File: config.mk
export PLATFORM = sky130hd
export DESIGN_NAME = tsic_ctrl
export DESIGN_NICKNAME = d
export VERILOG_FILES = /design/src/shared/tsic_pkg.sv /design/src/tsic_ctrl.sv
export VERILOG_INCLUDE_DIRS = /design/src /design/src/shared
export SDC_FILE = /design/constraint.sdc
export NUM_CORES = 1
export LEC_CHECK = 0
export BUFFER_PORTS_ARGS = -buffer_cell sky130_fd_sc_hd__buf_4
export CORE_ASPECT_RATIO = 1.5
export CORE_MARGIN = 2
export CORE_UTILIZATION = 45
export CTS_CLUSTER_DIAMETER = 80
export DETAILED_ROUTE_END_ITERATION = 8
export PLACE_DENSITY = 0.8
export SYNTH_ARGS = -nofsm -noshare
export SYNTH_HDL_FRONTEND = slang
export SYNTH_SLANG_ARGS = --single-unit
File: constraint.sdc
create_clock -name core_clk -period 3.1 [get_ports core_clk]
set_input_delay 0.31 -clock core_clk [delete_from_list [all_inputs] [get_ports core_clk]]
set_output_delay 0.31 -clock core_clk [all_outputs]
set_load 0.005 [all_outputs]
File: src/shared/tsic_defs.svh
`ifndef TSIC_DEFS_SVH
`define TSIC_DEFS_SVH

// Register bus offsets
`define TSIC_ADDR_CTRL 4'h0
`define TSIC_ADDR_STAT 4'h1
`define TSIC_ADDR_VEC 4'h2

// Control register bit positions
`define TSIC_BIT_GLOBAL 0
`define TSIC_BIT_PIN_EN 1
`define TSIC_BIT_TMR_EN 2
`define TSIC_BIT_CONV_EN 3
`define TSIC_BIT_PIN_FLAG 4
`define TSIC_BIT_TMR_FLAG 5
`define TSIC_BIT_CONV_FLAG 6

// Reset value of the control register
`define TSIC_CTRL_RST 7'h00

// Vector addresses
`define TSIC_VEC_PIN 8'h04
`define TSIC_VEC_TMR 8'h08
`define TSIC_VEC_CONV 8'h0c

// Vector shown before any call has been made
`define TSIC_VEC_NONE 8'h00

`endif

File: src/shared/tsic_pkg.sv
package tsic_pkg;
   typedef enum logic [1:0] {
      TSIC_SRC_NONE,
      TSIC_SRC_PIN,
      TSIC_SRC_TMR,
      TSIC_SRC_CONV
   } tsic_src_t;
endpackage : tsic_pkg

File: src/tsic_ctrl.sv
`timescale 1ns/1ns
`include "tsic_defs.svh"
module tsic_ctrl
   import tsic_pkg::*;
(
   input wire logic core_clk,
   input wire logic sys_rst,
   input wire logic second_phase_pulse,
   input wire logic shared_port_pin,
   input wire logic shared_pin_direction_bit,
   input wire logic pull_high_option,
   input wire logic timer_overflow,
   input wire logic conv_done,
   input wire logic stack_full,
   input wire logic power_down,
   input wire logic [3:0] reg_addr,
   input wire logic [7:0] reg_wdata,
   input wire logic reg_wr,
   input wire logic reg_rd,
   output logic [7:0] reg_rdata,
   output logic irq_call,
   output logic [7:0] irq_vector,
   output logic wake_up,
   output logic pin_pull_high
);

   ////////////////////////////////////////////////////////////////////////
   // Pin synchroniser and edge detect

   logic pin_sync1;
   logic pin_sync2;
   logic pin_prev;
   logic pin_fall;

   // Two stages since the pin is asynchronous
   always_ff @(posedge core_clk) begin
      if (sys_rst) begin
         pin_sync1 <= 1'b1;
         pin_sync2 <= 1'b1;
         pin_prev <= 1'b1;
      end else begin
         pin_sync1 <= shared_port_pin;
         pin_sync2 <= pin_sync1;
         pin_prev <= pin_sync2;
      end
   end

   logic global_irq_enable;
   logic pin_irq_enable;
   logic timer_irq_enable;
   logic conv_irq_enable;
   logic pin_irq_flag;
   logic timer_irq_flag;
   logic conv_irq_flag;

   // Reset word indexed by field; shifting the whole word would
   // drop six bits silently onto each one-bit flop
   // Each field takes its own bit of it
   localparam logic [6:0] CTRL_RST = `TSIC_CTRL_RST;

   // Falling edge only in interrupt mode
   assign pin_fall = pin_prev & ~pin_sync2 & pin_irq_enable
                     & shared_pin_direction_bit;

   assign pin_pull_high = pull_high_option;

   ////////////////////////////////////////////////////////////////////////
   // Arbitration

   logic pin_ready;
   logic tmr_ready;
   logic conv_ready;
   logic grant;
   tsic_src_t winner;

   // Global and own enable gate each source
   assign pin_ready = global_irq_enable & pin_irq_enable & pin_irq_flag;
   assign tmr_ready = global_irq_enable & timer_irq_enable
                      & timer_irq_flag;
   assign conv_ready = global_irq_enable & conv_irq_enable
                       & conv_irq_flag;

   always_comb begin
      if (pin_ready) begin
         winner = TSIC_SRC_PIN;
      end else if (tmr_ready) begin
         winner = TSIC_SRC_TMR;
      end else if (conv_ready) begin
         winner = TSIC_SRC_CONV;
      end else begin
         winner = TSIC_SRC_NONE;
      end
   end

   // Grant on phase-two pulse, never with stack full
   // A request landing between two pulses waits for the later one;
   // a full stack only defers it, the flag stays set
   // and the arbitration result is sampled only on that pulse
   assign grant = second_phase_pulse & ~stack_full
                  & (winner != TSIC_SRC_NONE);

   ////////////////////////////////////////////////////////////////////////
   // Control register

   logic wr_ctrl;
   logic serve_pin;
   logic serve_tmr;
   logic serve_conv;
   logic [7:0] wd;

   assign wr_ctrl = reg_wr & (reg_addr == `TSIC_ADDR_CTRL);
   assign wd = reg_wdata;
   assign serve_pin = grant & (winner == TSIC_SRC_PIN);
   assign serve_tmr = grant & (winner == TSIC_SRC_TMR);
   assign serve_conv = grant & (winner == TSIC_SRC_CONV);

   always_ff @(posedge core_clk) begin
      if (sys_rst) begin
         pin_irq_enable <= CTRL_RST[`TSIC_BIT_PIN_EN];
      end else if (wr_ctrl) begin
         pin_irq_enable <= wd[`TSIC_BIT_PIN_EN];
      end
   end

   always_ff @(posedge core_clk) begin
      if (sys_rst) begin
         timer_irq_enable <= CTRL_RST[`TSIC_BIT_TMR_EN];
      end else if (wr_ctrl) begin
         timer_irq_enable <= wd[`TSIC_BIT_TMR_EN];
      end
   end

   always_ff @(posedge core_clk) begin
      if (sys_rst) begin
         conv_irq_enable <= CTRL_RST[`TSIC_BIT_CONV_EN];
      end else if (wr_ctrl) begin
         conv_irq_enable <= wd[`TSIC_BIT_CONV_EN];
      end
   end

   // Service clears global enable, overriding a write
   always_ff @(posedge core_clk) begin
      if (sys_rst) begin
         global_irq_enable <= CTRL_RST[`TSIC_BIT_GLOBAL];
      end else if (grant) begin
         global_irq_enable <= 1'b0;
      end else if (wr_ctrl) begin
         global_irq_enable <= wd[`TSIC_BIT_GLOBAL];
      end
   end

   // Pin edge sets the pin flag
   // Set wins over service and write, so no edge is lost
   tsic_flag #(
      .RST_VAL(CTRL_RST[`TSIC_BIT_PIN_FLAG])
   ) u_pin_flag (
      .core_clk(core_clk),
      .sys_rst(sys_rst),
      .set_evt(pin_fall),
      .serve(serve_pin),
      .wr_en(wr_ctrl),
      .wr_bit(wd[`TSIC_BIT_PIN_FLAG]),
      .flag(pin_irq_flag)
   );

   // Overflow sets the timer flag
   // Overflow is seen even while the timer source is masked
   tsic_flag #(
      .RST_VAL(CTRL_RST[`TSIC_BIT_TMR_FLAG])
   ) u_tmr_flag (
      .core_clk(core_clk),
      .sys_rst(sys_rst),
      .set_evt(timer_overflow),
      .serve(serve_tmr),
      .wr_en(wr_ctrl),
      .wr_bit(wd[`TSIC_BIT_TMR_FLAG]),
      .flag(timer_irq_flag)
   );

   // Conversion end sets the conversion flag
   // Lowest priority, so it may wait behind the other two
   tsic_flag #(
      .RST_VAL(CTRL_RST[`TSIC_BIT_CONV_FLAG])
   ) u_conv_flag (
      .core_clk(core_clk),
      .sys_rst(sys_rst),
      .set_evt(conv_done),
      .serve(serve_conv),
      .wr_en(wr_ctrl),
      .wr_bit(wd[`TSIC_BIT_CONV_FLAG]),
      .flag(conv_irq_flag)
   );

   ////////////////////////////////////////////////////////////////////////
   // Call request to the sequencer

   logic [7:0] next_vector;

   always_comb begin
      case (winner)
         TSIC_SRC_PIN: next_vector = `TSIC_VEC_PIN;
         TSIC_SRC_TMR: next_vector = `TSIC_VEC_TMR;
         TSIC_SRC_CONV: next_vector = `TSIC_VEC_CONV;
         default: next_vector = `TSIC_VEC_NONE;
      endcase
   end

   // One-cycle call pulse; the core pushes only its counter
   always_ff @(posedge core_clk) begin
      if (sys_rst) begin
         irq_call <= 1'b0;
      end else begin
         irq_call <= grant;
      end
   end

   // Vector loads with the call and holds for later reads
   // Holding it lets software see which source was served last
   always_ff @(posedge core_clk) begin
      if (sys_rst) begin
         irq_vector <= `TSIC_VEC_NONE;
      end else if (grant) begin
         irq_vector <= next_vector;
      end
   end

   logic any_enabled_pending;

   // Any enabled pending flag may wake the core
   // Global enable is ignored: a sleeping core must wake first to
   // re-enable it, or it would sleep through its own interrupts
   assign any_enabled_pending = (pin_irq_enable & pin_irq_flag)
                                | (timer_irq_enable & timer_irq_flag)
                                | (conv_irq_enable & conv_irq_flag);

   // Registered wake request, only while asleep
   always_ff @(posedge core_clk) begin
      if (sys_rst) begin
         wake_up <= 1'b0;
      end else begin
         wake_up <= power_down & any_enabled_pending;
      end
   end

   ////////////////////////////////////////////////////////////////////////
   // Read port, data one cycle after the strobe

   logic [7:0] ctrl_word;
   logic [7:0] stat_word;
   logic [7:0] next_rdata;

   assign ctrl_word = {1'b0, conv_irq_flag, timer_irq_flag, pin_irq_flag,
                       conv_irq_enable, timer_irq_enable, pin_irq_enable,
                       global_irq_enable};
   // Stack state beside the current winner
   assign stat_word = {5'h00, stack_full, winner};

   // Unmapped offsets read as zero
   always_comb begin
      case (reg_addr)
         `TSIC_ADDR_CTRL: next_rdata = ctrl_word;
         `TSIC_ADDR_STAT: next_rdata = stat_word;
         `TSIC_ADDR_VEC: next_rdata = irq_vector;
         default: next_rdata = 8'h00;
      endcase
   end

   // Data stands for one cycle only and reads zero otherwise, so a
   // stale value can never pass for a fresh answer
   always_ff @(posedge core_clk) begin
      if (sys_rst) begin
         reg_rdata <= 8'h00;
      end else if (reg_rd) begin
         reg_rdata <= next_rdata;
      end else begin
         reg_rdata <= 8'h00;
      end
   end

endmodule : tsic_ctrl

////////////////////////////////////////////////////////////////////////
// One request flag: set by hardware, cleared by service or software.
// Kept as its own module since three sources share the same rules.

module tsic_flag #(
   parameter logic RST_VAL = 1'b0
) (
   input wire logic core_clk,
   input wire logic sys_rst,
   input wire logic set_evt,
   input wire logic serve,
   input wire logic wr_en,
   input wire logic wr_bit,
   output logic flag
);

   // Holds until served or rewritten by software
   // An event in the clearing cycle wins, so it is never lost
   always_ff @(posedge core_clk) begin
      if (sys_rst) begin
         flag <= RST_VAL;
      end else if (set_evt) begin
         flag <= 1'b1;
      end else if (serve) begin
         flag <= 1'b0;
      end else if (wr_en) begin
         flag <= wr_bit;
      end
   end

endmodule : tsic_flag

# After elaboration in Yosys (flattened, before gate mapping)
# Index checks and enable logic that the tools add are counted.
# word_totals
register_bits	28
elab_cells	64
in_bits	24
# op_classes
bitwise	24
eq_ne	5
reduce_logical	7
n_mux	14
# op_table
cell	n
$pmux 8 s3	1
$and 1x1->1	19
$pmux 4 s3	1
$mux 1	9
$reduce_bool 3->1	3
$mux 2	3
$eq 2x2->1 const B	2
$eq 4x1->1 const B	1
$eq 4x2->1 const B	1
$logic_not 4->1	1
$reduce_or 2->1	2
$not 1->1	3
$eq 2x1->1 const B	1
$or 1x1->1	2
$reduce_bool 2->1	1

# Logic depth before layout (Yosys ltp)
# depth
depth_word	10
mapped_depth	5
depth_no_buf	3

# By module
# A second synthesis with hierarchy kept.
# hier_totals
cells_unflattened	98
area_unflattened_um2	930.9
# modules_own_cells
mod	cells_each	seq_area_each_um2	n_inst	area_each_um2
tsic_ctrl	86	360.3	1	799.5
tsic_flag	4	20.0	3	43.8

# Worst setup path before layout
# OpenSTA, ideal clock, no wires.
# synth_path
kind	in2reg
start	input reg_addr[1]
end	register u_conv_flag.flag
arrival_ns	1.292
cell_stages	5
path_slack_ns	1.669
required_time_ns	2.961
setup_ns	0.139
path_cell_list	buf_6 -> or4_1 -> buf_2 -> o21ai_0 -> a221oi_1
# synth_between
elab_chain_len	3
# synth_lines
element	line	source
from (decl)	tsic_ctrl.sv:16	input wire logic [3:0] reg_addr,
$logic_not 4->1	--	
$and 1x1->1	tsic_ctrl.sv:111	assign wr_ctrl = reg_wr & (reg_addr == `TSIC_ADDR_CTRL);
$reduce_bool 3->1 (no source line)	--	
to (signal assigned)	tsic_ctrl.sv:308	flag <= wr_bit;
to (decl)	tsic_ctrl.sv:295	output logic flag
# No other way between the ends.
# A chain may end at the register's enable or synchronous reset.

# Worst setup path in the final report
# layout_path
start	register conv_irq_enable
end	register global_irq_enable
# layout_between
elab_chain_len	8
# layout_lines
element	line	source
from (decl)	tsic_ctrl.sv:51	logic conv_irq_enable;
from (signal assigned)	tsic_ctrl.sv:135	conv_irq_enable <= CTRL_RST[`TSIC_BIT_CONV_EN];
from (signal assigned)	tsic_ctrl.sv:137	conv_irq_enable <= wd[`TSIC_BIT_CONV_EN];
$and 1x1->1	tsic_ctrl.sv:80	assign conv_ready = global_irq_enable & conv_irq_enable
$and 1x1->1	tsic_ctrl.sv:81	& conv_irq_flag;
$mux 2	tsic_ctrl.sv:88	end else if (conv_ready) begin
$mux 2	tsic_ctrl.sv:86	end else if (tmr_ready) begin
$mux 2	tsic_ctrl.sv:84	if (pin_ready) begin
$reduce_bool 2->1	tsic_ctrl.sv:100	& (winner != TSIC_SRC_NONE);
$and 1x1->1	tsic_ctrl.sv:100	
$reduce_or 2->1 (no source line)	--	
to (signal assigned)	tsic_ctrl.sv:144	global_irq_enable <= CTRL_RST[`TSIC_BIT_GLOBAL];
to (signal assigned)	tsic_ctrl.sv:148	global_irq_enable <= wd[`TSIC_BIT_GLOBAL];
to (decl)	tsic_ctrl.sv:48	logic global_irq_enable;
# No other way between the ends.

==> report_table.html <==
<table>
<tr><th>Metric</th><th>Value</th></tr>
<tr><th colspan="2">STA</th></tr>
<tr><td>F_max</td><td>between 0.7 and 0.8 GHz</td></tr>
<tr><td>Clock Skews</td><td>0.003934 ns</td></tr>
<tr><td>Total setup violations reported at the end of the flow</td><td>0</td></tr>
<tr><td>Slew at the pin closest to its max-slew limit</td><td>0.5862 ns</td></tr>
<tr><td>Final hold violation count</td><td>0</td></tr>
<tr><td>Slew HR</td><td>0.6092</td></tr>
<tr><td>Post-Route Hold Slack</td><td>0.1803 ns</td></tr>
<tr><td>Sum of negative setup slack</td><td>0 ns</td></tr>
<tr><td>Time the worst path needs with I/O delays and setup</td><td>1.407 ns</td></tr>
<tr><td>RSZ-0062 raised after global routing</td><td>false</td></tr>
<tr><td>Number of pins with negative max-slew slack in the final report</td><td>0</td></tr>
<tr><td>Share of the clock period used by the worst path after layout</td><td>0.4538</td></tr>
<tr><th colspan="2">Drt</th></tr>
<tr><td>Post-detailed-route DRC marker count</td><td>0</td></tr>
<tr><td>Met1 routed wirelength after detailed routing</td><td>764 um</td></tr>
<tr><td>Routed wire length</td><td>between 2000 and 2500 um</td></tr>
<tr><td>Iteration-0 DRC count of the detailed router</td><td>19</td></tr>
<tr><td>Average routed wire per standard cell</td><td>13.16 um</td></tr>
<tr><td>Vias post-DR</td><td>862</td></tr>
<tr><td>Met2 Routed Length</td><td>1073 um</td></tr>
<tr><td>Antenna Nets Post-Route</td><td>0</td></tr>
<tr><td>Via-to-Cell Ratio</td><td>5.634</td></tr>
<tr><td>Drt first pass iters</td><td>4</td></tr>
<tr><td>Top Layer Used</td><td>met4</td></tr>
<tr><td>Routed length on met3</td><td>125 um</td></tr>
<tr><th colspan="2">Final layout</th></tr>
<tr><td>Filler-free cell count of the finished design</td><td>153</td></tr>
<tr><td>Net count of the finished layout</td><td>156</td></tr>
<tr><td>Post-synthesis to final-layout area growth</td><td>23.09%</td></tr>
<tr><td>Fin util</td><td>0.5858</td></tr>
<tr><td>Count of inserted antenna diode cells</td><td>0</td></tr>
<tr><td>Post-layout instance area</td><td>between 0.001 and 0.0015 mm2</td></tr>
<tr><td>Most frequent cells in the layout</td><td>buf_4 (32), dfxtp_1 (21), o21ai_0 (7), conb_1 (7), a21oi_1 (6)</td></tr>
<tr><td>Ratio of cells with drive above 1 in the final layout</td><td>0.3206</td></tr>
<tr><td>Leading cell type in the layout, fill and taps excluded</td><td>buf_4</td></tr>
<tr><th colspan="2">Outcome</th></tr>
<tr><td>Status</td><td>finished, final reports clean</td></tr>
<tr><th colspan="2">Setup path</th></tr>
<tr><td>Reg2Reg Launch Point</td><td>conv_irq_enable$_SDFFE_PP0P_</td></tr>
<tr><td>Worst path buffer plus inverter count</td><td>0</td></tr>
<tr><td>Critical Path End Type</td><td>flip-flop</td></tr>
<tr><td>Slowest stage delay, CP</td><td>0.59 ns</td></tr>
<tr><td>Cell at the slowest stage of the critical path</td><td>a222oi_1</td></tr>
<tr><td>Launching instance or port of the critical path</td><td>conv_irq_enable$_SDFFE_PP0P_</td></tr>
<tr><td>Worst Path Max Fanout</td><td>6</td></tr>
<tr><td>Setup Crit Path Kind</td><td>reg2reg</td></tr>
<tr><td>Top cell family by delay on the critical path</td><td>compound AO/OA/AOI/OAI gates</td></tr>
<tr><td>Arrival time at the worst endpoint</td><td>~1.6 ns</td></tr>
<tr><td>Chain of cells forming the critical path</td><td>a222oi_1, nor2_1, a211oi_1</td></tr>
<tr><td>Required time of the worst setup path</td><td>3.33 ns</td></tr>
<tr><td>Kind of launch point of the worst setup path</td><td>flip-flop</td></tr>
<tr><th colspan="2">Synth</th></tr>
<tr><td>Warnings, synthesis</td><td>0</td></tr>
<tr><td>Async set-or-reset flop fraction in the synthesized netlist</td><td>0</td></tr>
<tr><td>Cell type contributing the most total cell area after synthesis</td><td>dfxtp_1</td></tr>
<tr><td>Post-synthesis instance area</td><td>a little under 0.001 mm2</td></tr>
<tr><td>Library cells used by synthesis</td><td>40</td></tr>
<tr><td>Post-synthesis instance total</td><td>around 100</td></tr>
<tr><td>Average footprint of a synthesized cell</td><td>9.458 um2</td></tr>
<tr><td>Most used flip-flop cell after synthesis</td><td>dfxtp_1</td></tr>
<tr><td>Main area contributors after synthesis</td><td>dfxtp_1 (44%), buf_4 (6.2%), o21ai_0 (3.6%)</td></tr>
<tr><td>Fraction of the yosys area taken by sequential cells</td><td>0.4358</td></tr>
<tr><td>Post-synth EDFFs</td><td>0</td></tr>
<tr><td>Number of synthesized register bits</td><td>21</td></tr>
<tr><td>Portion of synthesized cell area occupied by the leading cell type</td><td>0.4358</td></tr>
<tr><th colspan="2">Global route</th></tr>
<tr><td>Via count of the first global-routing pass</td><td>817</td></tr>
<tr><td>GRT Util Overall</td><td>0.1750</td></tr>
<tr><td>First-pass GRT wire length</td><td>roughly 3400 um</td></tr>
<tr><td>Maximum number of pins on one net before global-route repair</td><td>16</td></tr>
<tr><td>Initial antenna violation count</td><td>0</td></tr>
<tr><td>Global route overflow</td><td>0</td></tr>
<tr><th colspan="2">Power and ir drop</th></tr>
<tr><td>Pwr per Cell Area</td><td>between 300 and 400 mW/mm2</td></tr>
<tr><td>Int Pwr</td><td>0.3489 mW</td></tr>
<tr><td>Fraction of power spent switching nets</td><td>0.2410</td></tr>
<tr><td>Cell leakage power</td><td>0.4686 nW</td></tr>
<tr><td>Switching pwr</td><td>0.1108 mW</td></tr>
<tr><td>Part of the power in registers</td><td>0.607</td></tr>
<tr><td>Combinational group share of total power</td><td>0.107</td></tr>
<tr><td>Worst VDD drop</td><td>about 0.19 mV</td></tr>
<tr><td>Clk pwr share</td><td>0.286</td></tr>
<tr><th colspan="2">Clock tree</th></tr>
<tr><td>Clock tree from TritonCTS</td><td>yes</td></tr>
<tr><td>Post-CTS Resized</td><td>0</td></tr>
<tr><td>Clock sinks</td><td>21</td></tr>
<tr><td>Number of buffers added to fix hold violations after cts</td><td>0</td></tr>
<tr><td>Maximum count of clock buffers along a single path</td><td>2</td></tr>
<tr><td>Number of buffers created by CTS</td><td>3</td></tr>
<tr><td>Deepest level of the CTS H-tree</td><td>1</td></tr>
<tr><td>Clock-pin slew on the worst setup and hold paths</td><td>0.12 ns</td></tr>
<tr><td>Clock insertion delay at the later pin of the skew report</td><td>0.31 ns</td></tr>
<tr><td>Clock tree root buffer cell</td><td>clkbuf_4</td></tr>
<tr><td>Number of setup buffers added after CTS</td><td>0</td></tr>
<tr><th colspan="2">Floorplan</th></tr>
<tr><td>Total number of placement rows</td><td>20</td></tr>
<tr><td>Die Wd</td><td>41.81 um</td></tr>
<tr><td>I/O pin count</td><td>43</td></tr>
<tr><td>Initial standard-cell utilization of the core</td><td>0.4759</td></tr>
<tr><td>Die Outline Area</td><td>0.002538 mm2</td></tr>
<tr><td>Area of the core</td><td>0.002027 mm2</td></tr>
<tr><td>Die Height</td><td>60.71 um</td></tr>
<tr><th colspan="2">Placement</th></tr>
<tr><td>Placement Cell Area</td><td>0.001160 mm2</td></tr>
<tr><td>Placer's final routability congestion estimate</td><td>0.8121</td></tr>
<tr><td>Post-DP HPWL</td><td>1553 um</td></tr>
<tr><td>Count of input and output buffers</td><td>32</td></tr>
<tr><td>Total placed cells including tap cells</td><td>149</td></tr>
<tr><th colspan="2">Run</th></tr>
<tr><td>Number of max-cap violations</td><td>0</td></tr>
<tr><th colspan="2">Hold path</th></tr>
<tr><td>Hold path startpoint</td><td>shared_port_pin</td></tr>
<tr><td>Class of the worst hold path</td><td>in2reg</td></tr>
</table>
==> final timing paths <==
check / endpoint / slack (ns) / cells after the start
worst max-delay path: global_irq_enable$_SDFFE_PP0P_ / 1.69 / 3
worst min-delay path: pin_sync1$_SDFF_PP1_ / 0.18 / 2
worst max register to register: global_irq_enable$_SDFFE_PP0P_ / 1.69 / 3
worst min register to register: pin_sync2$_SDFF_PP1_ / 0.43 / 1
==> worst reg2reg max path: cells and delay by family (launching register included) <==
family / cells / cell delay (ns)
compound gates: 2 / 0.82
flops: 1 / 0.38
simple gates: 1 / 0.13
==> per-stage QoR <==
stage	power (mW)	worst slack (ns)
after floorplan	0.3160	1.669
after detailed placement	0.3339	1.562
after global placement	0.3327	1.562
final	0.4597	1.693
after CTS	0.4603	1.693
after global routing	0.4779	1.538
==> flip-flops by register name, summed over array words and instances (netlist names) <==
signal and cells:
conv_irq_enable 1, global_irq_enable 1, irq_call 1, irq_vector 2, pin_irq_enable 1, pin_prev 1
pin_sync1 1, pin_sync2 1, reg_rdata 7, timer_irq_enable 1, u_conv_flag.flag 1, u_pin_flag.flag 1
u_tmr_flag.flag 1, wake_up 1
==> metal layers <==
layer  GRT usage  up-vias
li1            -      418
met1      0.1768      396
met2      0.3214       43
met3     0.02976        5
met4      0.1336        0
met5           0        -
==> power groups by stage <==
stage / clock, mW / sequential [mW] / combinational, mW
finish: 0.132 / 0.279 / 0.0490
detailed placement: 0 / 0.285 / 0.0489
global placement: 0 / 0.284 / 0.0482
global route: 0.144 / 0.280 / 0.0544
CTS: 0.132 / 0.279 / 0.0492
floorplan: 0 / 0.284 / 0.0324
==> cell usage after synthesis (2+ instances only) <==
| library cell | count |
|---|---|
| or2_2 | 2 |
| a211oi_1 | 2 |
| a31oi_1 | 2 |
| nand3_1 | 4 |
| nand2_1 | 4 |
| clkbuf_1 | 2 |
| nand4_1 | 2 |
| dfxtp_1 | 21 |
| nor4b_1 | 2 |
| nor3_1 | 3 |
| mux2i_1 | 2 |
| a21oi_1 | 6 |
| buf_6 | 2 |
| inv_1 | 4 |
| nor2_1 | 4 |
| and2_1 | 3 |
| buf_4 | 8 |
| o21ai_0 | 7 |
==> final cells by class <==
class                      count  area [um2]
fill                         185       839.6
multi-input combinational     70       456.7
sequential                    21       420.4
timing repair buffer          32       240.2
tap                           22       27.53
clock buffer                   3       22.52
inverter                       4       15.01
clock inverter                 1       5.005
==> cells by family after synthesis <==
group,count (synthesis),synth area share
AND/OR/NAND/NOR,34,0.2348
AO/OA/AOI/OAI,27,0.1907
flip-flops,21,0.4358
buffers and inverters,17,0.1141
multiplexers,2,0.02075
other,1,0.003887
(Power assumes the default switching activity.)
